<file path="config.mk">
export PLATFORM = sky130hd
export DESIGN_NAME = plrw_port
export DESIGN_NICKNAME = d
export VERILOG_FILES = /design/src/rtl/plrw_pkg.sv /design/src/rtl/plrw_port.sv
export SDC_FILE = /design/constraint.sdc
export NUM_CORES = 1
export LEC_CHECK = 0
export BUFFER_PORTS_ARGS = -buffer_cell sky130_fd_sc_hd__buf_2
export CAP_MARGIN = 40
export CORE_ASPECT_RATIO = 1.4
export CORE_MARGIN = 5
export CORE_UTILIZATION = 56
export CTS_BUF_LIST = sky130_fd_sc_hd__clkbuf_8 sky130_fd_sc_hd__clkbuf_16
export CTS_CLUSTER_SIZE = 8
export DETAILED_ROUTE_END_ITERATION = 12
export PLACE_DENSITY = 0.86
export SKIP_CTS_REPAIR_TIMING = 1
export SYNTH_ARGS = -nofsm -noshare
export SYNTH_HDL_FRONTEND = slang
export SYNTH_SLANG_ARGS = --single-unit
</file>
<file path="constraint.sdc">
create_clock -name i_clock -period 4.8 [get_ports i_clock]
set_input_delay 0.72 -clock i_clock [delete_from_list [all_inputs] [get_ports i_clock]]
set_output_delay 0.72 -clock i_clock [all_outputs]
set_load 0.03 [all_outputs]
</file>
<file path="src/rtl/plrw_pkg.sv">
`default_nettype none

// ============================================================
// Shared constants and types for the port latch block.
package plrw_pkg;

    // Default number of bits in one port.
    localparam int PLRW_WIDTH = 8;

    // Value of each output latch bit after reset.
    localparam logic PLRW_LATCH_RST = 1'h0;

    // Value of each direction bit after reset (input mode).
    localparam logic PLRW_DIR_RST = 1'h1;

    // Direction encoding of one port bit.
    localparam logic PLRW_DIR_OUT = 1'h0;
    localparam logic PLRW_DIR_IN = 1'h1;

    // Operations that a read-modify-write access can apply.
    typedef enum logic [1:0] {
        PLRW_OP_AND,
        PLRW_OP_OR,
        PLRW_OP_XOR,
        PLRW_OP_ADD
    } plrw_op_t;

    // Strobes of one processor access, all one-cycle pulses.
    typedef struct packed {
        logic wr;
        logic rd;
        logic rmw;
        logic dir_wr;
        plrw_op_t op;
    } plrw_req_t;

endpackage : plrw_pkg

`default_nettype wire

</file>
<file path="src/rtl/plrw_port.sv">
`timescale 1ns/1ps
`default_nettype none

// Summary of operation
// In output mode a write loads the latch and the pin is driven from it.
// In input mode a write still loads the latch while the driver stays off.
// The latch keeps its value until the next write or operation result.
// Reset clears every latch bit to zero whatever the direction.
// In output mode a read returns the latch and leaves it unchanged.
// In input mode a read returns the pin level and leaves the latch alone.
// In output mode an operation works on the latch and stores the result.
// In input mode an operation works on the pin and stores into the latch.
// Each bit has a direction bit where one means input and zero output.
module plrw_port #(
    parameter int WIDTH = plrw_pkg::PLRW_WIDTH
) (
    input wire logic i_clock,
    input wire logic i_rst,
    input wire plrw_pkg::plrw_req_t i_req,
    input wire logic [WIDTH-1:0] i_wr_data,
    input wire logic [WIDTH-1:0] i_dir_data,
    input wire logic [WIDTH-1:0] i_pin_in,
    output logic [WIDTH-1:0] o_pin_out,
    output logic [WIDTH-1:0] o_pin_oe,
    output logic [WIDTH-1:0] o_rd_data,
    output logic o_rd_valid
);

    // ========================================================
    // Operation unit

    // Applies the selected operation to the source and operand.
    function automatic logic [WIDTH-1:0] plrw_alu(
        input plrw_pkg::plrw_op_t op,
        input logic [WIDTH-1:0] src,
        input logic [WIDTH-1:0] arg
    );
        logic [WIDTH-1:0] res;
        res = '0;
        case (op)
            plrw_pkg::PLRW_OP_AND: res = src & arg;
            plrw_pkg::PLRW_OP_OR: res = src | arg;
            plrw_pkg::PLRW_OP_XOR: res = src ^ arg;
            default: res = src + arg;
        endcase
        return res;
    endfunction

    // ========================================================
    // State

    logic [WIDTH-1:0] latch_q;
    logic [WIDTH-1:0] latch_d;
    logic [WIDTH-1:0] dir_q;
    logic [WIDTH-1:0] dir_d;
    logic [WIDTH-1:0] oe_q;
    logic [WIDTH-1:0] oe_d;
    logic [WIDTH-1:0] rd_data_q;
    logic [WIDTH-1:0] rd_data_d;
    logic rd_valid_q;
    logic rd_valid_d;
    logic [WIDTH-1:0] src;

    // ========================================================
    // Per-bit source select

    // Input bits show the pin, output bits show their own latch.
    genvar gi;
    generate
        for (gi = 0; gi < WIDTH; gi++) begin : g_src
            always_comb begin
                if (dir_q[gi] == plrw_pkg::PLRW_DIR_IN) begin
                    src[gi] = i_pin_in[gi];
                end else begin
                    src[gi] = latch_q[gi];
                end
            end
        end
    endgenerate

    // ========================================================
    // Next-state logic

    // A plain write wins over an operation issued in the same cycle.
    always_comb begin
        latch_d = latch_q;
        dir_d = dir_q;
        rd_data_d = rd_data_q;
        rd_valid_d = 1'h0;
        if (i_req.wr) begin
            latch_d = i_wr_data;
        end else if (i_req.rmw) begin
            latch_d = plrw_alu(i_req.op, src, i_wr_data);
        end
        if (i_req.dir_wr) begin
            dir_d = i_dir_data;
        end
        if (i_req.rd) begin
            rd_data_d = src;
            rd_valid_d = 1'h1;
        end
        oe_d = ~dir_d;
    end

    // Registers; reset clears the latch and sets every bit to input.
    always_ff @(posedge i_clock or posedge i_rst) begin
        if (i_rst) begin
            latch_q <= {WIDTH{plrw_pkg::PLRW_LATCH_RST}};
            dir_q <= {WIDTH{plrw_pkg::PLRW_DIR_RST}};
            oe_q <= {WIDTH{~plrw_pkg::PLRW_DIR_RST}};
            rd_data_q <= '0;
            rd_valid_q <= 1'h0;
        end else begin
            latch_q <= latch_d;
            dir_q <= dir_d;
            oe_q <= oe_d;
            rd_data_q <= rd_data_d;
            rd_valid_q <= rd_valid_d;
        end
    end

    // Outputs come straight from the registers.
    assign o_pin_out = latch_q;
    assign o_pin_oe = oe_q;
    assign o_rd_data = rd_data_q;
    assign o_rd_valid = rd_valid_q;
endmodule // plrw_port

`default_nettype wire

</file>
# ---- After elaboration in Yosys (flattened, before gate mapping)
# Cells that the tools add are included.
dict set report op_classes {
  n_addsub 1
  eq_ne 2
  n_mux 13
  n_bitwise 4
  n_reduce_logical 2
}
# operator count
set ops {}
lappend ops {{$mux 8} 3}
lappend ops {{$pmux 8 s3} 1}
lappend ops {{$mux 1} 9}
lappend ops {{$add 8x8->8} 1}
lappend ops {{$and 8x8->8} 1}
lappend ops {{$not 8->8} 1}
lappend ops {{$or 8x8->8} 1}
lappend ops {{$xor 8x8->8} 1}
lappend ops {{$eq 2x1->1 const B} 1}
lappend ops {{$eq 2x2->1 const B} 1}
lappend ops {{$logic_not 2->1} 1}
lappend ops {{$reduce_bool 2->1} 1}
dict set report word_totals {
  ff_bits 33
  input_bits 32
  out_inout_bits 25
  word_cells 27
}

# ---- Depth between registers and ports, before layout
# Gate-level depths: netlist of the first run.
dict set report logic_depth {
  ltp_word 5
  ltp_mapped 10
  depth_no_buf 10
}

# ---- Worst setup path before layout of the first run
# No wires, ideal clock.
dict set report synth_timing {
  path_type {input to register}
  from {in i_pin_in[0]}
  to {reg latch_q[1] (netlist: o_pin_out[1])}
  setup_time_ns 0.077
  t_arrival_ns 2.347
  t_required_ns 4.723
  path_slack_ns 2.377
  path_stages 9
  path_buffers 0
  path_cell_list {mux2i_1 > inv_1 > ha_1 > inv_1 > fa_1 > mux4_2 > nor2_1 > a21oi_1 > o21ai_1}
}
dict set report synth_between {
  elab_chain_len 5
}
# element line
set synth_rtl {}
lappend synth_rtl {{from (decl)} plrw_port.sv:22} ;# input wire logic [WIDTH-1:0] i_pin_in,
lappend synth_rtl {{$mux 1} plrw_port.sv:72} ;# if (dir_q[gi] == plrw_pkg::PLRW_DIR_IN) begin
lappend synth_rtl {{named net src[0]} plrw_port.sv:62} ;# logic [WIDTH-1:0] src;
lappend synth_rtl {{$add 8x8->8} plrw_port.sv:44} ;# default: res = src + arg;
lappend synth_rtl {{$pmux 8 s3} plrw_port.sv:40} ;# case (op)
lappend synth_rtl {{$mux 8} plrw_port.sv:92} ;# end else if (i_req.rmw) begin
lappend synth_rtl {{$mux 8} plrw_port.sv:90} ;# if (i_req.wr) begin
lappend synth_rtl {{to (signal assigned)} plrw_port.sv:108} ;# latch_q <= {WIDTH{plrw_pkg::PLRW_LATCH_RST}};
lappend synth_rtl {{to (signal assigned)} plrw_port.sv:114} ;# latch_q <= latch_d;
lappend synth_rtl {{to (decl)} plrw_port.sv:52} ;# logic [WIDTH-1:0] latch_q;
# The timed path passes the listed nets, and every way through them passes these cells. The select of a mux whose other input is x is not followed.
# A chain may end at the register's enable or synchronous reset.

# ---- Worst setup path in the final report of the first run
dict set report layout_timing {
  from {reg dir_q[0]}
  to {reg latch_q[6] (netlist: o_pin_out[6])}
}
dict set report layout_between {
  elab_chain_len 5
}
# element line
set layout_rtl {}
lappend layout_rtl {{from (decl)} plrw_port.sv:54} ;# logic [WIDTH-1:0] dir_q;
lappend layout_rtl {{from (signal assigned)} plrw_port.sv:109} ;# dir_q <= {WIDTH{plrw_pkg::PLRW_DIR_RST}};
lappend layout_rtl {{from (signal assigned)} plrw_port.sv:115} ;# dir_q <= dir_d;
lappend layout_rtl {{$mux 1} plrw_port.sv:72}
lappend layout_rtl {{named net src[0]} plrw_port.sv:62}
lappend layout_rtl {{$add 8x8->8} plrw_port.sv:44}
lappend layout_rtl {{$pmux 8 s3} plrw_port.sv:40}
lappend layout_rtl {{$mux 8} plrw_port.sv:92}
lappend layout_rtl {{$mux 8} plrw_port.sv:90}
# The timed path passes the listed nets, and every way through them passes these cells. The select of a mux whose other input is x is not followed.

==> reports/qor_table.md, run 1 <==
| Step | Metric | Reported |
| --- | --- | --- |
| critical path | Library cell contributing the largest single delay on the critical path | sky130_fd_sc_hd__dfstp_2 |
| critical path | Critical Path Start | dir_q[0]$_DFF_PP1_ |
| timing | Final Max Tran Viols | 0 |
| route | Per-cell via count in the routed design | 5.34 |
| global route | Vias in the first global route | 1625 |
| synth | Share of the synthesized area in compound gates (AO/OA/AOI/OAI) | 0.146 |
| timing | Fmax | 411 MHz |
| timing | Number of failing setup endpoints in the final timing report | 0 |
| finish | Layout cells sized above 1 | 0.293 |
| clock network | Maximum level of the CTS H-tree | 2 |
| floorplan | Standard-cell rows | 25 |
| power | Total power per unit cell area | 330 nW/um^2 |
| critical path | Ordered cell list for the critical path | mux2i_1 > inv_1 > ha_1 > inv_1 > fa_1 > nand2b_1 > a211oi_2 > nor3_1 > nor3b_1 > a211oi_2 |
| synth | Post-synthesis sequential area ratio | 0.414 |
| floorplan | Area of the core | 3440 um^2 |
| finish | Number of nets in the finished design | 315 |
| placed design | Placed standard-cell area | 2300 um^2 |
| clock network | Master cell of the clock root buffer | sky130_fd_sc_hd__clkbuf_8 |
| global route | Gr usage total | 0.200 |
| timing | Final critical-path share of the clock period | 0.507 |
| clock network | Sink count of the clock tree | 33 |
| clock network | Clock buffer count from CTS | 5 |
| critical path | Arrival time at the worst endpoint | 2.60 ns |
| global route | First-pass GRT wire length | 7.46 mm |
| route | Final routed DRC violation total | 0 |
| clock network | Clock Pin Slew Worst Setup and Hold Paths | 0.07 ns |
| route | DR iter-0 viols | 22 |
| clock network | Worst-Skew Late Latency | 0.29 ns |
| finish | Final Non-Filler Cells | 303 |
| synth | Net count of the mapped netlist | 261 |
| finish | Area growth from synthesis to layout | 18.0% |
| synth | Leading register cell type out of synthesis | sky130_fd_sc_hd__dfrtp_1 |
| timing | Worst slew margin relative to its limit | 0.687 |
| synth | Post-Syn Instances | 208 |
| finish | Ant. Diodes | 0 |
| timing | Actual slew at the worst max-slew pin | 0.456 ns |
| critical path | Max Fanout on Critical Path | 3 |
| global route | Antenna violations before repair | 0 |
| critical path | Crit path launch type | flip-flop |
| floorplan | Height of the chip | 81.1 um |
| power | Leak Pwr | 0.00127 uW |
| synth | Cell variety after synth | 38 |
| critical path | Highest cell delay on the worst timing path | 0.54 ns |
| timing | Hold Violations, Final | 0 |
| synth | Post-Synth XOR/XNOR Area | 0.0173 |
| clock network | CTS tree | done |
| placed design | Final HPWL from detailed placement | 3.45 mm |
| synth | Syn. warnings | 0 |
| critical path | Cell family with most CP delay | adder cells |
| timing | Accumulated negative setup slack | 0 ns |
| route | Routed length per placed instance | 14.4 um |
| run status | Status | finished, final reports clean |
| global route | Global-route congestion overflow total | 0 |
| floorplan | Area of the die | 4930 um^2 |
| critical path | Number of buffers and inverters on the critical path | 2 |
| route | Routed Antenna Nets | 0 |
| synth | Syn_area_per_cell | 9.71 um^2 |
| critical path | CP required | 4.97 ns |
| critical path | Kind of end point of the critical path | flip-flop |
| min path | Worst min-delay path class | in2async |
| placed design | Number of buffer cells added on primary ports | 56 |
| synth | Count of flip-flops with a built-in enable after synthesis | 0 |
| global route | Pin count of the biggest net entering global routing | 34 |
| critical path | Worst setup path class | reg2reg |
| floorplan | Initial cell density of the core | 0.587 |
| timing | Unrepaired setup endpoints after global routing | false |
| synth | Share of flip-flops with an asynchronous set or reset | 1.00 |
| synth | Mapped Area | 2020 um^2 |
| route | Total Wirelength | 4.38 mm |
| power | Worst vdd rail ir drop | 271 uV |
| placed design | Global placement routability congestion | 0.811 |
| critical path | Startpoint of the worst-slack reg-to-reg timing path | dir_q[0]$_DFF_PP1_ |
| timing | Clock tree skew after final layout | 0.00602 ns |
| route | Count of TritonRoute iterations in the first routing pass | 4 |
| synth | Portion of netlist area occupied by mux cells | 0.107 |
| placed design | Cell count after placement | 295 |
| synth | Register bit total from synthesis | 33 |
| synth | Post-Synth Simple-Gate Area | 0.0972 |
| floorplan | Number of primary I/O pins | 57 |
| finish | Final design area excluding fillers | 2380 um^2 |
| route | Total via count in the routed design | 1619 |
| synth | Area share of fa/ha/maj cells after synthesis | 0.134 |
| clock network | Maximum buffer depth of the clock tree | 2 |
| floorplan | Width of the die | 60.8 um |
| synth | Main combinational cell family by area after synthesis | compound AO/OA/AOI/OAI gates |
| timing | Post-layout minimum cycle time | 2.43 ns |
| run | Max-cap violations | 0 |
[flip-flops by register name, summed over array words and instances, names as in the netlist]
signal      flops
o_rd_data       8
dir_q           8
o_rd_valid      1
o_pin_out       8
o_pin_oe        8
[tightest hold or removal path, cell delays in order]
cell and delay, ns:
sky130_fd_sc_hd__buf_2 0.09, sky130_fd_sc_hd__inv_1 0.04, sky130_fd_sc_hd__buf_4 0.35
[power breakdown]
group          switching (uW)  internal, uW  leakage (uW)
clock                     100          98.1     0.0000491
combinational             161          93.4      0.000843
sequential               18.6           315      0.000373
total                     280           506       0.00127
[placed cells by master, fill, tap and decap left out, drive strengths merged, types with 3 or more instances in the layout]
cell type	count
a211oi	8
dfrtp	25
nand2	11
a21oi	17
nor2	20
buf	57
nor3	3
nand3	3
a21o	3
o21ai	10
ha	20
dfstp	8
mux2i	17
clkbuf	5
inv	32
[per-layer routing]
layer | vias up | part of all wire | global-route usage | wire length [um]
li1 | 806 | - | - | -
met1 | 766 | 0.38 | 0.226 | 1680
met2 | 40 | 0.54 | 0.355 | 2380
met3 | 7 | 0.054 | 0.0397 | 236
met4 | 0 | 0.019 | 0.0868 | 82
met5 | - | 0 | 0 | 0
[stage by stage]
stage / total power, uW / util / setup slack [ns] / hold WS (ns)
2_1_floorplan: 522 / - / 2.38 / 0.545
3_3_place_gp: 584 / 0.669 / 2.21 / 0.502
3_5_place_dp: 593 / 0.669 / 2.13 / 0.512
4_1_cts: 792 / 0.693 / 2.36 / 0.506
5_1_grt: 833 / 0.693 / 2.22 / 0.537
6_report: 786 / 0.693 / 2.37 / 0.495
[path summary, 6_finish.rpt]
kind	endpoint	slack [ns]	depth (start not counted)
worst min-delay path	o_pin_oe[1]$_DFF_PP0_	0.50	3
worst max-delay path	o_pin_out[6]$_DFFE_PP0P_	2.37	10
worst max register to register	o_pin_out[6]$_DFFE_PP0P_	2.37	10
min in group i_clock	o_rd_data[1]$_DFFE_PP0P_	0.52	2
max in group asynchronous	dir_q[7]$_DFF_PP1_	3.98	3
worst min register to register	o_rd_data[1]$_DFFE_PP0P_	0.52	2
[cells in the mapped netlist, drive strengths merged (2+ instances only)]
master | count | area, um^2
inv | 31 | 116
xor2 | 2 | 17.5
nor2 | 20 | 75.1
dfrtp | 25 | 626
xnor2 | 2 | 17.5
dfstp | 8 | 210
a21o | 3 | 22.5
mux4 | 2 | 45.0
o21ai | 10 | 50.0
nor3 | 3 | 15.0
mux2i | 17 | 170
a21oi | 17 | 88.8
a211oi | 8 | 70.1
clkbuf | 4 | 15.0
nand3b | 2 | 15.0
nand2 | 11 | 41.3
nand3 | 3 | 15.0
ha | 20 | 250
buf | 6 | 41.3
[cells by family after synthesis]
family                     Yosys count
adders and majority gates           21
buffers and inverters               41
xor gates and xnor gates             4
and+or+nand+nor                     44
DFF                                 33
AOI/OAI and AO/OA                   46
muxes                               19
[area by class of cell]
class,instances,area (um^2)
Clock buffer,5,68.8
Clock inverter,3,13.8
Fill cell,280,1060
Inverter,31,116
Multi-Input combinational cell,134,1010
Sequential cell,33,836
Tap cell,40,50.0
Timing Repair Buffer,57,288
No activity file was read; power rests on OpenSTA's default activity.
==> run 2, diff against run 1 <==
Settings changed: CORE_UTILIZATION 56 to 47, PLACE_DENSITY 0.86 to 0.77.
Clock period 4.8 ns to 2 ns, I/O delays scaled along.
==> run 2 against run 1 <==
Net effect: the run now ends with setup timing left; maximum frequency grew 3.9%; utilization fell by 4.6 points; critical endpoint is now o_pin_out[1]$_DFFE_PP0P_; clock skew down 0.0016 ns; critical path type unchanged; die area increased by 16%.
==> reports/qor_table.md, run 2 (synthesis results as in run 1) <==
| Step | Metric | Reported |
| --- | --- | --- |
| run status | Status | complete, but fails checks |
| run status | Violations in the final reports | setup timing |
| route | Per-cell via count in the routed design | 5.22 |
| global route | Vias in the first global route | 1691 |
| finish | Area growth from synthesis to layout | 34.6% |
| critical path | Terminus of the critical flop-to-flop path | o_pin_out[1]$_DFFE_PP0P_ |
| global route | Global Route met1 Usage | 0.189 |
| global route | Busiest metal layer after global routing | met2 |
| global route | Global-route congestion overflow total | 0 |
| critical path | Crit path launch type | flip-flop |
| power | Fraction of power consumed by sequential logic | 0.380 |
| critical path | Worst-case register-to-register setup slack | -0.34 ns |
| finish | Final Non-Filler Cells | 331 |
| power | Cell-internal power | 1390 uW |
| critical path | CP required | 2.21 ns |
| clock network | Maximum buffer depth of the clock tree | 2 |
| finish | Final design area excluding fillers | 2720 um^2 |
| route | DR iter-0 viols | 107 |
| critical path | Ordered cell list for the critical path | mux2i_2 > inv_1 > ha_4 > inv_2 > fa_1 > mux4_2 > nor2_2 > a21oi_2 > o21ai_1 |
| timing | Fmax | 427 MHz |
| floorplan | Area of the die | 5730 um^2 |
| route | Total via count in the routed design | 1727 |
| critical path | Library cell contributing the largest single delay on the critical path | sky130_fd_sc_hd__dfstp_2 |
| route | Count of TritonRoute iterations in the first routing pass | 5 |
| floorplan | Width of the die | 65.4 um |
| power | Leak Pwr | 0.00139 uW |
| critical path | Reg2reg path depth | 9 |
| finish | Leading cell type in the layout, fill and taps excluded | sky130_fd_sc_hd__buf_2 |
| timing | Unrepaired setup endpoints after global routing | true |
| critical path | Max Fanout on Critical Path | 2 |
| power | Total power per unit cell area | 774 nW/um^2 |
| clock network | Worst-Skew Late Latency | 0.28 ns |
| clock network | Clock buffer count from CTS | 5 |
| timing | Number of failing setup endpoints in the final timing report | 6 |
| placed design | Cell count after placement | 319 |
| critical path | Highest cell delay on the worst timing path | 0.55 ns |
| global route | Met2 demand-to-capacity share in global routing | 0.318 |
| critical path | Startpoint of the worst-slack reg-to-reg timing path | dir_q[0]$_DFF_PP1_ |
| global route | Pin count of the biggest net entering global routing | 34 |
| timing | Post-layout minimum cycle time | 2.34 ns |
| critical path | Worst setup path class | reg2reg |
| critical path | Kind of end point of the critical path | flip-flop |
| finish | Ant. Diodes | 0 |
| timing | Final Max Tran Viols | 0 |
| floorplan | Initial cell density of the core | 0.481 |
| timing | Clock tree skew after final layout | 0.00446 ns |
| floorplan | Number of primary I/O pins | 57 |
| floorplan | Standard-cell rows | 28 |
| global route | Gr usage total | 0.171 |
| finish | Commonest cells after routing, fill and taps aside | sky130_fd_sc_hd__buf_2, sky130_fd_sc_hd__inv_1, sky130_fd_sc_hd__dfrtp_1 |
| finish | Layout cells sized above 1 | 0.423 |
| timing | Final critical-path setup slack | -0.342 ns |
| clock network | Maximum level of the CTS H-tree | 2 |
| floorplan | Height of the chip | 87.6 um |
| run | Max-cap violations | 0 |
| power | Fraction of power consumed by combinational cells | 0.367 |
| clock network | Sink count of the clock tree | 33 |
| floorplan | Area of the core | 4200 um^2 |
| clock network | CTS tree | done |
| route | Final routed DRC violation total | 0 |
| placed design | Global placement routability congestion | 0.813 |
| power | Total power after layout | 2110 uW |
| clock network | Clock Pin Slew Worst Setup and Hold Paths | 0.06 ns |
| timing | Worst slew margin relative to its limit | 0.723 |
| placed design | Final HPWL from detailed placement | 3.70 mm |
| placed design | Placed standard-cell area | 2470 um^2 |
| critical path | Critical Path Start | dir_q[0]$_DFF_PP1_ |
| power | Clock share of power | 0.253 |
| route | Total Wirelength | 4.88 mm |
| timing | Hold Violations, Final | 0 |
| timing | Final critical-path share of the clock period | 1.17 |
| placed design | Number of buffer cells added on primary ports | 56 |
| min path | Worst min-delay path class | in2async |
| critical path | Arrival time at the worst endpoint | 2.55 ns |
| critical path | Endpoint of the most critical setup path | o_pin_out[1]$_DFFE_PP0P_ |
| global route | Antenna violations before repair | 0 |
| clock network | Master cell of the clock root buffer | sky130_fd_sc_hd__clkbuf_8 |
| global route | Routing usage on met3 | 0.0244 |
| power | Net Switching | 711 uW |
| power | Worst vdd rail ir drop | 286 uV |
| finish | Number of nets in the finished design | 338 |
| power | Switching Fraction | 0.337 |
| route | Routed Antenna Nets | 0 |
| global route | First-pass GRT wire length | 7.53 mm |
| timing | Actual slew at the worst max-slew pin | 0.415 ns |
| route | Routed length per placed instance | 14.7 um |
==> run 2: critical path: cells and delay by family, from the launching register on <==
kind	cells	cell delay, ns
compound gates	2	0.16
fa+ha+maj	2	0.54
buf+inv	2	0.15
flops	1	0.55
mux	2	0.73
simple gates	1	0.13
==> run 2: how the worst min path moves through the flow <==
| stage | from | end | slack (ns) | cells past startpoint |
|---|---|---|---|---|
| 6_report | i_rst | o_rd_data[4]$_DFFE_PP0P_ | 0.1 | 3 |
| 5_1_grt | i_rst | o_pin_oe[4]$_DFF_PP0_ | 0.13 | 3 |
| 4_1_cts | i_rst | o_rd_data[4]$_DFFE_PP0P_ | 0.11 | 3 |
| 3_5_place_dp | i_rst | o_pin_oe[1]$_DFF_PP0_ | 0.40 | 3 |
| 3_3_place_gp | i_rst | o_rd_data[3]$_DFFE_PP0P_ | 0.40 | 3 |
| 2_1_floorplan | i_req[4] | o_rd_valid$_DFF_PP0_ | 0.33 | 0 |
==> run 2: final cells by class <==
type | instances | area (um^2)
Sequential cell | 33 | 837
Inverter | 31 | 119
Tap cell | 45 | 56.3
Clock inverter | 1 | 5.00
Timing Repair Buffer | 80 | 464
Clock buffer | 7 | 96.3
Multi-Input combinational cell | 134 | 1140
Fill cell | 322 | 1490
==> run 2: stage by stage <==
stage	hold slack (ns)	setup TNS [ns]	setup WS (ns)	utilization
floorplan	0.331	-0.582	-0.231	-
global placement	0.400	-0.882	-0.230	0.587
detailed placement	0.401	-1.06	-0.257	0.587
CTS	0.107	-1.28	-0.292	0.611
global route	0.131	-1.91	-0.458	0.647
finish	0.0977	-1.27	-0.342	0.647
==> run 2: power by group through the flow <==
stage / Clock [uW] / Combinational (uW) / Sequential [uW]
2_1_floorplan: 0 / 333 / 929
3_3_place_gp: 0 / 675 / 806
3_5_place_dp: 0 / 693 / 809
4_1_cts: 540 / 697 / 799
5_1_grt: 577 / 842 / 809
6_report: 532 / 773 / 800
==> run 2: metal layers <==
layer	up-vias	wire length, um
met1	818	1920
li1	851	-
met5	-	0
met4	0	116
met2	47	2660
met3	11	184
